===== config.mk =====
export PLATFORM = sky130hd
export DESIGN_NAME = cief_top
export DESIGN_NICKNAME = d
export VERILOG_FILES = /design/src/rtl/cief_pkg.sv /design/src/rtl/cief_flag.sv /design/src/rtl/cief_sync3.sv /design/src/rtl/cief_top.sv
export VERILOG_INCLUDE_DIRS = /design/src /design/src/rtl
export SDC_FILE = /design/constraint.sdc
export NUM_CORES = 1
export LEC_CHECK = 0
export ABC_AREA = 1
export BUFFER_PORTS_ARGS = -buffer_cell sky130_fd_sc_hd__buf_2
export CAP_MARGIN = 5
export CORE_ASPECT_RATIO = 0.6
export CORE_UTILIZATION = 30
export DETAILED_ROUTE_END_ITERATION = 10
export GPL_TIMING_DRIVEN = 0
export HOLD_SLACK_MARGIN = 0.15
export PLACE_DENSITY = 0.64
export SYNTH_ARGS = -nofsm -noshare
export SYNTH_HDL_FRONTEND = slang
export SYNTH_HIERARCHICAL = 1
export SYNTH_SLANG_ARGS = --single-unit

===== constraint.sdc =====
create_clock -name I_CLOCK -period 1.6 [get_ports I_CLOCK]
set_clock_uncertainty 0.1 [all_clocks]
set_input_delay 0.4 -clock I_CLOCK [delete_from_list [all_inputs] [get_ports I_CLOCK]]
set_output_delay 0.4 -clock I_CLOCK [all_outputs]
set_load 0.05 [all_outputs]

===== src/rtl/cief_regs.svh =====
/*
 * Register offsets, field positions and reset values of the CAN
 * interrupt and error flag block.
 * Assumes inclusion by bare name from the rtl files.
 */
`ifndef CIEF_REGS_SVH
`define CIEF_REGS_SVH

// ----------------------------------------------------------------------
// byte offsets on the register bus
// ----------------------------------------------------------------------
`define CIEF_OFS_FLAGS 8'h00
`define CIEF_OFS_OVF_LO 8'h04
`define CIEF_OFS_OVF_HI 8'h08
`define CIEF_OFS_IRQ_STAT 8'h0C
`define CIEF_OFS_IRQ_MASK 8'h10

// ----------------------------------------------------------------------
// flag register field positions
// ----------------------------------------------------------------------
`define CIEF_B_TX_BUS_OFF 13
`define CIEF_B_TX_PASSIVE 12
`define CIEF_B_RX_PASSIVE 11
`define CIEF_B_TX_WARN 10
`define CIEF_B_RX_WARN 9
`define CIEF_B_ANY_WARN 8
`define CIEF_B_INVALID 7
`define CIEF_B_WAKEUP 6
`define CIEF_B_ERROR 5
`define CIEF_B_FIFO 3
`define CIEF_B_RX_OVF 2
`define CIEF_B_RX_BUF 1
`define CIEF_B_TX_BUF 0

// ----------------------------------------------------------------------
// widths and reset values
// ----------------------------------------------------------------------
`define CIEF_NBUF 32
`define CIEF_HALF 16
`define CIEF_FLAG_RST 8'h00
`define CIEF_OVF_RST 32'h0000_0000
`define CIEF_MASK_RST 8'h00
`define CIEF_EVT_BITS 8'hEF
`define CIEF_RESP_OKAY 2'h0
`define CIEF_RESP_SLVERR 2'h2

`endif


===== src/rtl/cief_pkg.sv =====
/*
 * Types shared by the CAN interrupt and error flag block.
 * Assumes the offsets and positions come from cief_regs.svh.
 */
package cief_pkg;

	// fault-confinement state from the protocol engine
	typedef struct packed {
		logic tx_bus_off_state;
		logic tx_error_passive_state;
		logic rx_error_passive_state;
		logic tx_error_warning_state;
		logic rx_error_warning_state;
	} cief_err_s;

	// one-cycle events from the protocol engine
	typedef struct packed {
		logic invalid_message;
		logic fifo_almost_full;
		logic rx_done;
		logic tx_done;
		logic rx_store;
		logic [4:0] rx_store_buf;
	} cief_evt_s;

endpackage : cief_pkg


===== src/rtl/cief_flag.sv =====
/*
 * Bank of sticky flags: hardware sets, a clear request clears.
 * Assumes set and clear are single-cycle terms of the same clock.
 */
`timescale 1ns/1ps

module cief_flag #(
	parameter int W = 8,
	parameter logic [W-1:0] RST = '0
) (
	input wire logic i_clk,
	input wire logic i_rst_n,
	input wire logic [W-1:0] i_set,
	input wire logic [W-1:0] i_clr,
	output logic [W-1:0] o_q
);

	// set wins over a clear in the same cycle
	always_ff @(posedge i_clk or negedge i_rst_n) begin
		if (!i_rst_n) begin
			o_q <= RST;
		end else begin
			o_q <= (o_q & ~i_clr) | i_set;
		end
	end

endmodule : cief_flag


===== src/rtl/cief_sync3.sv =====
/*
 * Three-stage synchroniser for asynchronous inputs.
 * Assumes the output may change only when stages two and three agree.
 */
`timescale 1ns/1ps

module cief_sync3 #(
	parameter int W = 1,
	parameter logic [W-1:0] RST = '0
) (
	input wire logic i_clk,
	input wire logic i_rst_n,
	input wire logic [W-1:0] i_d,
	output logic [W-1:0] o_q
);

	logic [W-1:0] s1;
	logic [W-1:0] s2;
	logic [W-1:0] s3;

	always_ff @(posedge i_clk or negedge i_rst_n) begin
		if (!i_rst_n) begin
			s1 <= RST;
			s2 <= RST;
			s3 <= RST;
		end else begin
			s1 <= i_d;
			s2 <= s1;
			s3 <= s2;
		end
	end

	// accept a bit only once stages two and three agree
	always_ff @(posedge i_clk or negedge i_rst_n) begin
		if (!i_rst_n) begin
			o_q <= RST;
		end else begin
			for (int k = 0; k < W; k++) begin
				if (s2[k] == s3[k]) begin
					o_q[k] <= s3[k];
				end
			end
		end
	end

endmodule : cief_sync3


===== src/rtl/cief_top.sv =====
/*
 * CAN interrupt and error flag block with an AXI4-Lite register slave.
 * Holds the fault-confinement status, the sticky event flags, the
 * per-buffer overflow bits, and a read-clear interrupt status with its
 * mask behind one level interrupt output.
 * Assumes state and event inputs come from the protocol engine on
 * I_CLOCK; only the bus receive pin is asynchronous.
 * Assumes a bus master with at most one write and one read open.
 */
// The implementer's own choices: the address map and the AXI4-Lite interface to the registers.
// What this block does
// - status bit 13 reads 1 while transmitter is bus-off.
// - status bit 12 reads 1 while transmitter is error-passive.
// - status bit 11 reads 1 while receiver is error-passive.
// - status bit 10 reads 1 while transmitter is error-warning.
// - status bit 9 reads 1 while receiver is error-warning.
// - status bit 8 reads 1 when either side is error-warning.
// - invalid message sets sticky flag bit 7 until software clears.
// - bus wake-up activity sets sticky flag bit 6.
// - entering any error state of bits 13..8 sets sticky bit 5.
// - receive FIFO almost full sets sticky flag bit 3.
// - receive buffer overflow sets sticky flag bit 2.
// - flags clear only by writing zero; bits 13..8 read-only; reset zero.
// - bits 15, 14 and 4 read zero and ignore writes.
// - storing into a full buffer sets that buffer's overflow bit.
`timescale 1ns/1ps
`include "cief_regs.svh"

module cief_top #(
	parameter int AW = 8
) (
	input wire logic I_CLOCK,
	input wire logic I_RST_N,
	input wire cief_pkg::cief_err_s I_ERR_STATE,
	input wire cief_pkg::cief_evt_s I_EVENT,
	input wire logic [`CIEF_NBUF-1:0] I_BUF_FULL,
	input wire logic I_SLEEP,
	input wire logic I_CAN_RX,
	input wire logic [AW-1:0] I_AWADDR,
	input wire logic I_AWVALID,
	output logic O_AWREADY,
	input wire logic [31:0] I_WDATA,
	input wire logic [3:0] I_WSTRB,
	input wire logic I_WVALID,
	output logic O_WREADY,
	output logic [1:0] O_BRESP,
	output logic O_BVALID,
	input wire logic I_BREADY,
	input wire logic [AW-1:0] I_ARADDR,
	input wire logic I_ARVALID,
	output logic O_ARREADY,
	output logic [31:0] O_RDATA,
	output logic [1:0] O_RRESP,
	output logic O_RVALID,
	input wire logic I_RREADY,
	output logic O_IRQ
);

	// ------------------------------------------------------------------
	// declarations
	// ------------------------------------------------------------------
	cief_pkg::cief_err_s err;
	logic [5:0] state_bits;
	logic [5:0] state_prev;
	logic can_rx;
	logic can_rx_prev;
	logic [AW-1:0] aw_addr;
	logic [31:0] w_data;
	logic [3:0] w_strb;
	logic wr_go;
	logic rd_go;
	logic [7:0] evt;
	logic [7:0] flag_clr;
	logic [7:0] flags;
	logic [`CIEF_NBUF-1:0] ovf_set;
	logic [`CIEF_NBUF-1:0] ovf_clr;
	logic [`CIEF_NBUF-1:0] ovf;
	logic [7:0] irq_clr;
	logic [7:0] irq_stat;
	logic [7:0] irq_mask;
	logic overflow;
	logic [15:0] flag_word;
	logic [31:0] next_rdata;
	logic [1:0] next_rresp;
	logic [15:0] wr_clr;

	// byte-lane write-zero-clear mask for a 16-bit register
	function automatic logic [15:0] zero_clr(input logic [31:0] d,
		input logic [3:0] s);
		zero_clr[15:8] = s[1] ? ~d[15:8] : 8'h00;
		zero_clr[7:0] = s[0] ? ~d[7:0] : 8'h00;
	endfunction : zero_clr

	// clear mask of the word held for the pending write
	assign wr_clr = zero_clr(w_data, w_strb);

	// ------------------------------------------------------------------
	// bus pin synchroniser
	// ------------------------------------------------------------------
	cief_sync3 #(
		.W(1),
		.RST(1'b1)
	) u_rx_sync (
		.i_clk(I_CLOCK),
		.i_rst_n(I_RST_N),
		.i_d(I_CAN_RX),
		.o_q(can_rx)
	);

	always_ff @(posedge I_CLOCK or negedge I_RST_N) begin
		if (!I_RST_N) begin
			can_rx_prev <= 1'b1;
		end else begin
			can_rx_prev <= can_rx;
		end
	end

	// ------------------------------------------------------------------
	// fault-confinement state
	// ------------------------------------------------------------------
	always_ff @(posedge I_CLOCK or negedge I_RST_N) begin
		if (!I_RST_N) begin
			err <= '0;
			state_prev <= 6'h00;
		end else begin
			err <= I_ERR_STATE;
			state_prev <= state_bits;
		end
	end

	assign state_bits = {
		err.tx_bus_off_state,
		err.tx_error_passive_state,
		err.rx_error_passive_state,
		err.tx_error_warning_state,
		err.rx_error_warning_state,
		err.tx_error_warning_state | err.rx_error_warning_state
	};

	// ------------------------------------------------------------------
	// event collection
	// ------------------------------------------------------------------
	assign overflow = I_EVENT.rx_store && I_BUF_FULL[I_EVENT.rx_store_buf];

	always_comb begin
		evt = 8'h00;
		evt[`CIEF_B_INVALID] = I_EVENT.invalid_message;
		// dominant edge while asleep counts as wake-up
		evt[`CIEF_B_WAKEUP] = I_SLEEP && can_rx_prev && !can_rx;
		evt[`CIEF_B_ERROR] = |(state_bits & ~state_prev);
		evt[`CIEF_B_FIFO] = I_EVENT.fifo_almost_full;
		evt[`CIEF_B_RX_OVF] = overflow;
		evt[`CIEF_B_RX_BUF] = I_EVENT.rx_done;
		evt[`CIEF_B_TX_BUF] = I_EVENT.tx_done;
		evt = evt & `CIEF_EVT_BITS;
	end

	always_comb begin
		ovf_set = '0;
		if (overflow) begin
			ovf_set[I_EVENT.rx_store_buf] = 1'b1;
		end
	end

	// ------------------------------------------------------------------
	// write channel
	// ------------------------------------------------------------------
	assign wr_go = !O_AWREADY && !O_WREADY && !O_BVALID;

	always_ff @(posedge I_CLOCK or negedge I_RST_N) begin
		if (!I_RST_N) begin
			O_AWREADY <= 1'b1;
			aw_addr <= '0;
		end else if (I_AWVALID && O_AWREADY) begin
			O_AWREADY <= 1'b0;
			aw_addr <= I_AWADDR;
		end else if (O_BVALID && I_BREADY) begin
			O_AWREADY <= 1'b1;
		end
	end

	always_ff @(posedge I_CLOCK or negedge I_RST_N) begin
		if (!I_RST_N) begin
			O_WREADY <= 1'b1;
			w_data <= 32'h0000_0000;
			w_strb <= 4'h0;
		end else if (I_WVALID && O_WREADY) begin
			O_WREADY <= 1'b0;
			w_data <= I_WDATA;
			w_strb <= I_WSTRB;
		end else if (O_BVALID && I_BREADY) begin
			O_WREADY <= 1'b1;
		end
	end

	always_ff @(posedge I_CLOCK or negedge I_RST_N) begin
		if (!I_RST_N) begin
			O_BVALID <= 1'b0;
			O_BRESP <= `CIEF_RESP_OKAY;
		end else if (wr_go) begin
			O_BVALID <= 1'b1;
			case (aw_addr)
				`CIEF_OFS_FLAGS,
				`CIEF_OFS_OVF_LO,
				`CIEF_OFS_OVF_HI,
				`CIEF_OFS_IRQ_STAT,
				`CIEF_OFS_IRQ_MASK: begin
					O_BRESP <= `CIEF_RESP_OKAY;
				end
				default: begin
					O_BRESP <= `CIEF_RESP_SLVERR;
				end
			endcase
		end else if (O_BVALID && I_BREADY) begin
			O_BVALID <= 1'b0;
		end
	end

	// ------------------------------------------------------------------
	// write effects: zero clears, ones ignored; the irq mask takes the written byte with bit 4 forced to zero
	// ------------------------------------------------------------------
	always_comb begin
		flag_clr = 8'h00;
		ovf_clr = '0;
		if (wr_go && aw_addr == `CIEF_OFS_FLAGS) begin
			// high byte is read-only state
			flag_clr = wr_clr[7:0];
		end
		if (wr_go && aw_addr == `CIEF_OFS_OVF_LO) begin
			ovf_clr[`CIEF_HALF-1:0] = wr_clr;
		end
		if (wr_go && aw_addr == `CIEF_OFS_OVF_HI) begin
			ovf_clr[`CIEF_NBUF-1:`CIEF_HALF] = wr_clr;
		end
	end

	always_ff @(posedge I_CLOCK or negedge I_RST_N) begin
		if (!I_RST_N) begin
			irq_mask <= `CIEF_MASK_RST;
		end else if (wr_go && aw_addr == `CIEF_OFS_IRQ_MASK && w_strb[0]) begin
			irq_mask <= w_data[7:0] & `CIEF_EVT_BITS;
		end
	end

	// ------------------------------------------------------------------
	// sticky flags
	// ------------------------------------------------------------------
	cief_flag #(
		.W(8),
		.RST(`CIEF_FLAG_RST)
	) u_flags (
		.i_clk(I_CLOCK),
		.i_rst_n(I_RST_N),
		.i_set(evt),
		.i_clr(flag_clr),
		.o_q(flags)
	);

	cief_flag #(
		.W(`CIEF_NBUF),
		.RST(`CIEF_OVF_RST)
	) u_ovf (
		.i_clk(I_CLOCK),
		.i_rst_n(I_RST_N),
		.i_set(ovf_set),
		.i_clr(ovf_clr),
		.o_q(ovf)
	);

	// interrupt status: cleared by reading it
	assign irq_clr = (rd_go && I_ARADDR == `CIEF_OFS_IRQ_STAT) ?
		8'hFF : 8'h00;

	cief_flag #(
		.W(8),
		.RST(`CIEF_FLAG_RST)
	) u_irq (
		.i_clk(I_CLOCK),
		.i_rst_n(I_RST_N),
		.i_set(evt),
		.i_clr(irq_clr),
		.o_q(irq_stat)
	);

	always_ff @(posedge I_CLOCK or negedge I_RST_N) begin
		if (!I_RST_N) begin
			O_IRQ <= 1'b0;
		end else begin
			O_IRQ <= |(irq_stat & irq_mask);
		end
	end

	// ------------------------------------------------------------------
	// read channel
	// ------------------------------------------------------------------
	assign rd_go = I_ARVALID && O_ARREADY;

	// bits 15, 14 and 4 stay zero
	assign flag_word = {2'b00, state_bits, flags & `CIEF_EVT_BITS};

	always_comb begin
		next_rdata = 32'h0000_0000;
		next_rresp = `CIEF_RESP_OKAY;
		case (I_ARADDR)
			`CIEF_OFS_FLAGS: begin
				next_rdata[15:0] = flag_word;
			end
			`CIEF_OFS_OVF_LO: begin
				next_rdata[15:0] = ovf[`CIEF_HALF-1:0];
			end
			`CIEF_OFS_OVF_HI: begin
				next_rdata[15:0] = ovf[`CIEF_NBUF-1:`CIEF_HALF];
			end
			`CIEF_OFS_IRQ_STAT: begin
				next_rdata[7:0] = irq_stat;
			end
			`CIEF_OFS_IRQ_MASK: begin
				next_rdata[7:0] = irq_mask;
			end
			default: begin
				next_rresp = `CIEF_RESP_SLVERR;
			end
		endcase
	end

	always_ff @(posedge I_CLOCK or negedge I_RST_N) begin
		if (!I_RST_N) begin
			O_ARREADY <= 1'b1;
			O_RVALID <= 1'b0;
			O_RDATA <= 32'h0000_0000;
			O_RRESP <= `CIEF_RESP_OKAY;
		end else if (rd_go) begin
			O_ARREADY <= 1'b0;
			O_RVALID <= 1'b1;
			O_RDATA <= next_rdata;
			O_RRESP <= next_rresp;
		end else if (O_RVALID && I_RREADY) begin
			O_RVALID <= 1'b0;
			O_ARREADY <= 1'b1;
		end
	end

endmodule : cief_top

# After elaboration in Yosys (flattened, before gate mapping)
# Index checks and enable logic that the tools add are counted.
# op_classes
add_sub_neg	0
n_reduce_logical	31
n_shift	0
div_mod_pow	0
magnitude_cmp	2
bitwise_logic	15
muxes	24
eq_ne	9
multipliers	0
# ops
op	count
$pmux W8 S5	1
$and A32 B32 Y32	1
$eq A8 B4 Y1 const B	4
$mux W16	2
$mux W32	1
$mux W8	4
$not A32 Y32	1
$not A8 Y8	4
$or A32 B32 Y32	1
$and A8 B8 Y8	3
$pmux W8 S3	1
$logic_and A1 B1 Y1	17
$eq A8 B3 Y1 const B	2
$eq A8 B5 Y1 const B	2
$logic_not A8 Y1	2
$or A8 B8 Y8	2
$mux W1	11
$reduce_or A5 Y1	2
$reduce_bool A2 Y1	4
$reduce_or A8 Y1	1
$and A6 B6 Y6	1
$lt A5 B6 Y1 const B	1
$not A6 Y6	1
$reduce_or A6 Y1	1
other kinds (7)	11
# totals
latch_bits	0
mem_count	0
mem_bits_ro	0
regBits	123
wordCells	108
output_inout_bits	42
ramBits	0
in_bits	108

# Logic depth before layout (Yosys ltp)
# Gate-level depths: netlist of the first run.
# logic_depth
depth_word	8
ltp_mapped	15

# Hierarchy
# The synthesis of the first run kept the hierarchy.
# by_module_without_submodules
module	cells_each	area_per_inst_um2	n_inst	seq_area_each_um2
cief_top	607	4244.1	1	1731.7
cief_flag (u_ovf)	160	1281.2	1	800.8
cief_flag (u_flags ...)	40	320.3	2	200.2
cief_sync3	8	121.4	1	105.1

# Worst setup path after synthesis of the first run
# No wires, ideal clock.
# synth_timing
path_kind	register to register
startpoint	register O_BVALID
endpoint	register u_ovf.o_q[29]
t_arrival_ns	1.708
t_required_ns	1.384
path_slack_ns	-0.324
setup_ns	0.116
path_stages_with_launch	10
path_cell_list	dfrtp_1 -> nor3_2 -> inv_1 -> nor3_1 -> nand3_1 -> buf_2 -> nor3_1 -> inv_1 -> nand2_1 -> nand2_1
# synth_between
elab_chain_cells	7
# synth_rtl
item	line_no	source
start, declared	cief_top.sv:47	output logic O_BVALID,
start signal, assigned	cief_top.sv:198	O_BVALID <= 1'b0;
start signal, assigned	cief_top.sv:201	O_BVALID <= 1'b1;
start signal, assigned	cief_top.sv:215	O_BVALID <= 1'b0;
$logic_not A1 Y1	cief_top.sv:168	assign wr_go = !O_AWREADY && !O_WREADY && !O_BVALID;
$logic_and A1 B1 Y1	cief_top.sv:168	
$logic_and A1 B1 Y1 (no source line)	-	
$mux W16	cief_top.sv:232	if (wr_go && aw_addr == `CIEF_OFS_OVF_HI) begin
named net ovf_clr[29]	cief_top.sv:76	logic [`CIEF_NBUF-1:0] ovf_clr;
$not A32 Y32	cief_flag.sv:23	o_q <= (o_q & ~i_clr) | i_set;
$and A32 B32 Y32	cief_flag.sv:23	
$or A32 B32 Y32	cief_flag.sv:23	
end signal, assigned	cief_flag.sv:23	
end, declared	cief_flag.sv:15	output logic [W-1:0] o_q
# The timed path passes the listed nets, and every way through them passes these cells.
# A chain may end at the register's enable or synchronous reset.

# Final worst setup path of the first run
# layout_timing
startpoint	register O_WREADY
endpoint	register u_ovf.o_q[28]
# layout_between
elab_chain_cells	8
# layout_rtl
item	line_no	source
start, declared	cief_top.sv:45	output logic O_WREADY,
start signal, assigned	cief_top.sv:184	O_WREADY <= 1'b1;
start signal, assigned	cief_top.sv:188	O_WREADY <= 1'b0;
start signal, assigned	cief_top.sv:192	O_WREADY <= 1'b1;
$logic_not A1 Y1	cief_top.sv:168	
$logic_and A1 B1 Y1 (2 in a row)	cief_top.sv:168	
$logic_and A1 B1 Y1 (no source line)	-	
$mux W16	cief_top.sv:232	
named net ovf_clr[28]	cief_top.sv:76	
$not A32 Y32	cief_flag.sv:23	
$and A32 B32 Y32	cief_flag.sv:23	
$or A32 B32 Y32	cief_flag.sv:23	
# The timed path passes the listed nets, and every way through them passes these cells.

==> results of run 1 <==
routing by layer:
metal  GRT usage  up-vias  share of wire
met1       0.259     2780           0.51
li1            -     2957              -
met3      0.0474       13          0.070
met5           0        -              0
met4      0.0423        0         0.0054
met2       0.245      158           0.41
final timing paths:
| path | startpoint | endpoint | slack, ns | depth (start not counted) |
|---|---|---|---|---|
| min reg2reg | u_rx_sync/s1$_DFF_PN1_ | u_rx_sync/s2$_DFF_PN1_ | 0.26 | 0 |
| max in group asynchronous | I_RST_N | O_ARREADY$_DFFE_PN1P_ | 0.20 | 3 |
| min in group asynchronous | I_RST_N | w_data[7]$_DFFE_PN0P_ | 0.43 | 2 |
| max | O_WREADY$_DFFE_PN1P_ | u_ovf/o_q[28]$_DFF_PN0_ | -0.11 | 9 |
| min | I_AWADDR[4] | aw_addr[4]$_DFFE_PN0P_ | 0.17 | 3 |
| max reg2reg | O_WREADY$_DFFE_PN1P_ | u_ovf/o_q[28]$_DFF_PN0_ | -0.11 | 9 |
through the flow:
step           utilization  std cells  TNS (ns)
3_5_place_dp         0.361       1254    -33.56
6_report             0.448       1343     -1.27
5_1_grt              0.448       1343     -6.43
4_1_cts              0.425       1328     -1.91
2_1_floorplan            -        867     -3.03
3_3_place_gp         0.360       1253   -213.95
flip-flops by register name, indices dropped and copies added (netlist names):
register and count:
O_AWREADY 1, O_WREADY 1, O_IRQ 1, O_RDATA 16, O_BRESP 1, w_data 16
irq_mask 7, O_ARREADY 1, O_RRESP 1, can_rx_prev 1, u_rx_sync/o_q 1, aw_addr 8
w_strb 2, u_rx_sync/s3 1, state_prev 6, u_ovf/o_q 32, u_rx_sync/s2 1, u_rx_sync/s1 1
O_BVALID 1, u_irq/o_q 8, u_flags/o_q 7, O_RVALID 1, err 5
timing repair:
item | in CTS | in global routing
pin swaps | 8 | 18
resized for setup | 61 | 95
cloned | 1 | 3
endpoints found under the hold margin | 95 | 0
endpoints found under the setup margin | 82 | 85
hold buffers | 34 | 0
buffers inserted | 8 | 14
worst max-delay path: stages, from the launching register on:
cell and delay [ns]:
dfstp_2 0.40, nor3_4 0.23, inv_2 0.08, nor3_4 0.18, nand3_4 0.13, buf_12 0.17
nor3_2 0.14, inv_1 0.06, nand2_1 0.05, nand2_1 0.05
power by group:
group	switching (uW)	internal, uW	total, uW
clock	1480	2620	4100
sequential	555	3710	4270
combinational	2300	1210	3510
layout make-up:
cell class / count / area [sq um] / share of cell area
sequential: 120 / 3010 / 0.333
multi-input combinational: 567 / 2910 / 0.321
timing repair buffer: 174 / 1290 / 0.142
inverter: 138 / 531 / 0.0586
clock buffer: 18 / 429 / 0.0474
buffer: 39 / 348 / 0.0384
tap: 273 / 342 / 0.0377
clock inverter: 14 / 200 / 0.0221
==> reports/qor.csv, run 1 <==
metric;value;unit
crit_required;1.80;ns
yosysWarnings;6;
ir_worst_vdd;0.915;mV
placeableCoreArea;0.0202;sq mm
worst_slack;-0.111;ns
leakagePower;0.00437;uW
first_pass_iters;5;
numCtsBuffers;17;
fmax;584;MHz
final_cell_mix;nand2_1 (286), inv_1 (126), dfrtp_1 (111);
maxCapViolCount;0;
synthToLayoutAreaGrowth;45.1;%
grt_max_degree;62;
start_util;0.309;
routedWlPerCell;13.4;um
syn_inst;849;
violations;setup timing;
grt_usage;0.174;
ios;150;
antenna_left;0;
dp.final_hpwl;12800;um
path_class;flip-flop to flip-flop;
h-tree-depth;4;
drc_errors;0;
grt_antenna_before_repair;0;
cts.sinks;120;
grt_overflow;0;
rsz0062_at_grt;yes;
timing.final.hold_violations;0;
worst_setup_path_start_kind;flip-flop;
worst_pin_slew;0.689;ns
fp.dieArea;0.0214;sq mm
setup_viol;35;
drt-initial-drc-count;353;
p_per_area;1310;mW/mm^2
synth.avg_cell_area;7.35;sq um
io_buffers;113;
hold_path_class;primary input to flip-flop;
place_ws;-0.586;ns
hold_ws;0.169;ns
die_w;188;um
arrival;1.91;ns
insertedDiodeCount;0;
synth_area;0.00624;sq mm
relSlewSlack;0.539;
path_clk_slew;0.05;ns
place_congestion;0.827;
n_fill_cell;2005;
grt_pass1_wl;28900;um
status;finished with violations;
vias;5908;
fin_crit;1.71;ns
final_common_cell;nand2_1;
cts_buffer_depth;2;
cts_root_buf;clkbuf_16;
fin_total_pwr;11900;uW
grt_pass1_vias;5612;
maxSlewViolCount;0;
fin_nets;1165;
dieHeight;114;um
wirelength;18000;um
crit_path_end_kind;flip-flop;
finalCritPeriodShare;1.07;
insertion_delay;0.42;ns
fin_area;0.00906;sq mm
cts_tree;yes;
placementRows;40;
placed_cell_area;0.00731;sq mm
worstPathMaxFanout;6;
final_layout_size_suffix_gt1_frac;0.317;
vias_per_cell;4.40;
Note: power is estimated with default switching activity, not from simulation.
==> inputs of run 2 (changes only) <==
--- a/config.mk
+++ b/config.mk
@@ -6,10 +6,10 @@
 export SDC_FILE = /design/constraint.sdc
 export NUM_CORES = 1
 export LEC_CHECK = 0
-export ABC_AREA = 1
 export BUFFER_PORTS_ARGS = -buffer_cell sky130_fd_sc_hd__buf_2
 export CAP_MARGIN = 5
 export CORE_ASPECT_RATIO = 0.6
+export CORE_MARGIN = 4
 export CORE_UTILIZATION = 30
 export DETAILED_ROUTE_END_ITERATION = 10
 export GPL_TIMING_DRIVEN = 0
==> run 2 against run 1 <==
The flow still finishes with violations (setup timing). Combinational power fell by 21%. Cell area fell by 3.9%. Maximum frequency fell by 13%. Die area rose by 1.8%. First-iteration DRC count rose by 5.1%. Wire length fell by 1.7%. Synthesized area fell by 6.7%. Non-clock buffer count rose by 9. Setup slack got worse by 0.25 ns. Count of clock-buffer cells in the layout rose by 2. Hold slack improved by 0.088 ns. Critical path type unchanged. Critical endpoint is now u_flags/o_q[6]$_DFF_PN0_. Largest power group unchanged.
==> reports/qor.csv, run 2 <==
metric;value;unit
vias_per_cell;4.78;
wirelength;17700;um
numCtsBuffers;17;
yosysWarnings;6;
crit_required;1.81;ns
placementRows;39;
hold-path-cell-count;0;
ir_worst_vdd;0.968;mV
p_clk_frac;0.357;
insertedDiodeCount;0;
routedWlPerCell;16.9;um
dp.final_hpwl;12600;um
grt_overflow;0;
worst_pin_slew;0.729;ns
cts_tree;yes;
crit_path_end_kind;flip-flop;
worst_slack;-0.364;ns
insertion_delay;0.42;ns
fin_total_pwr;11300;uW
relSlewSlack;0.514;
rr_endpoint;u_flags/o_q[6]$_DFF_PN0_;
cts.sinks;120;
fin_crit;1.96;ns
p_sw_frac;0.322;
layout.area.seq;0.00301;sq mm
place_congestion;0.851;
rsz0062_at_grt;yes;
cts_buffer_depth;2;
leakagePower;0.00400;uW
first_pass_iters;6;
dieHeight;116;um
synthToLayoutAreaGrowth;49.4;%
p_per_area;1300;mW/mm^2
drc_errors;0;
final_layout_size_suffix_gt1_frac;0.413;
worstPathMaxFanout;7;
status;finished with violations;
r2r_cells;8;
largestRegisters;u_ovf/o_q x32, O_RDATA x16, w_data x16;
arrival;2.17;ns
h-tree-depth;4;
grt_max_degree;69;
maxCapViolCount;0;
dp_cells;944;
final_cell_mix;dfrtp_1 (111), buf_2 (103), nand2_1 (55);
final_common_cell;dfrtp_1;
rrSetupSlack;-0.36;ns
finalCritPeriodShare;1.23;
place_ws;-1.04;ns
min_to;u_rx_sync/s2$_DFF_PN1_;
violations;setup timing;
multiInputGateArea;0.00284;sq mm
syn_inst;569;
start_util;0.306;
hold_path_class;flip-flop to flip-flop;
synth_area;0.00583;sq mm
grt_antenna_before_repair;0;
cts_root_buf;clkbuf_16;
placeableCoreArea;0.0190;sq mm
fin_nets;895;
worst_setup_path_start_kind;flip-flop;
grt_usage;0.166;
fp.dieArea;0.0218;sq mm
power_switching;3630;uW
power_frac_comb;0.246;
largest_register;u_ovf/o_q;
io_buffers;110;
utilization;0.457;
ios;150;
crit_chain;or3_4 -> nor3_4 -> buf_4 -> buf_6 -> nand2_8 -> nor2_4 -> inv_2 -> a21o_1;
p_int;7640;uW
path_class;flip-flop to flip-flop;
drt-initial-drc-count;371;
path_clk_slew;0.06;ns
max_stage_delay;0.41;ns
worst_path_dominant_cell_family;simple AND/OR/NAND/NOR gates;
synth.avg_cell_area;10.2;sq um
timing.final.hold_violations;0;
largest_reg_flops;32;
hold_start;u_rx_sync/s1$_DFF_PN1_;
p_seq_frac;0.397;
hold_ws;0.257;ns
setup_viol;68;
r2r-start;O_BVALID$_DFFE_PN0P_;
grt_pass1_vias;5163;
grt_pass1_wl;28200;um
n_fill_cell;1772;
vias;4999;
die_w;188;um
cp_num_buf_inv;3;
maxSlewViolCount;0;
antenna_left;0;
fmax;509;MHz
crit_start;O_BVALID$_DFFE_PN0P_;
critPathSlowestCell;or3_4;
stdcell_count;1046;
-- run 2: area by class of cell --
type / instances / share of cell area
Clock inverter: 12 / 0.0188
Sequential cell: 120 / 0.346
Timing Repair Buffer: 185 / 0.160
Tap cell: 246 / 0.0354
Buffer: 37 / 0.0375
Inverter: 53 / 0.0229
Multi-Input combinational cell: 373 / 0.326
Clock buffer: 20 / 0.0525
-- run 2: layer usage --
| layer | vias up | track usage | routed length [um] |
|---|---|---|---|
| li1 | 2350 | - | - |
| met1 | 2416 | 0.251 | 8840 |
| met2 | 220 | 0.221 | 6940 |
| met3 | 13 | 0.0590 | 1780 |
| met4 | 0 | 0.0445 | 144 |
| met5 | - | 0 | 0 |
-- run 2: repair_timing --
item | 4_1_cts | 5_1_grt
endpoints found under the hold margin | 110 | 0
gates cloned | 0 | 2
pin swaps | 47 | 22
setup endpoints to repair | 72 | 78
resized for setup | 65 | 62
hold buffers | 45 | 0
setup buffers | 16 | 13
-- run 2: worst max-delay path by stage --
stage,endpoint,slack (ns),depth (start not counted)
floorplan,u_ovf/o_q[25]$_DFF_PN0_,-0.42,8
global route,u_flags/o_q[6]$_DFF_PN0_,-0.43,8
global placement,O_BVALID$_DFFE_PN0P_,-1.74,1
detailed placement,u_ovf/o_q[0]$_DFF_PN0_,-1.04,8
CTS,u_ovf/o_q[12]$_DFF_PN0_,-0.34,7
finish,u_flags/o_q[6]$_DFF_PN0_,-0.36,8
-- run 2: power groups by stage --
stage,Sequential (uW),Clock [uW],Combinational [uW]
after floorplan,4470,0,1390
after global placement,4420,0,2150
after detailed placement,4450,0,2200
after CTS,4430,4090,2570
after global routing,4570,4250,3010
final,4470,4020,2780
-- run 2: worst register-to-register path, stage by stage (launching register included) --
cell and delay [ns]:
dfrtp_2 0.40, or3_4 0.41, nor3_4 0.22, buf_4 0.17, buf_6 0.10, nand2_8 0.09
nor2_4 0.17, inv_2 0.04, a21o_1 0.14
-- run 2: per-stage QoR --
step	cell area [sq um]	setup TNS, ns
final	8700	-16.27
after global routing	8700	-20.66
after CTS	8400	-15.13
after detailed placement	6950	-48.19
after global placement	6910	-227.07
after floorplan	6060	-21.10
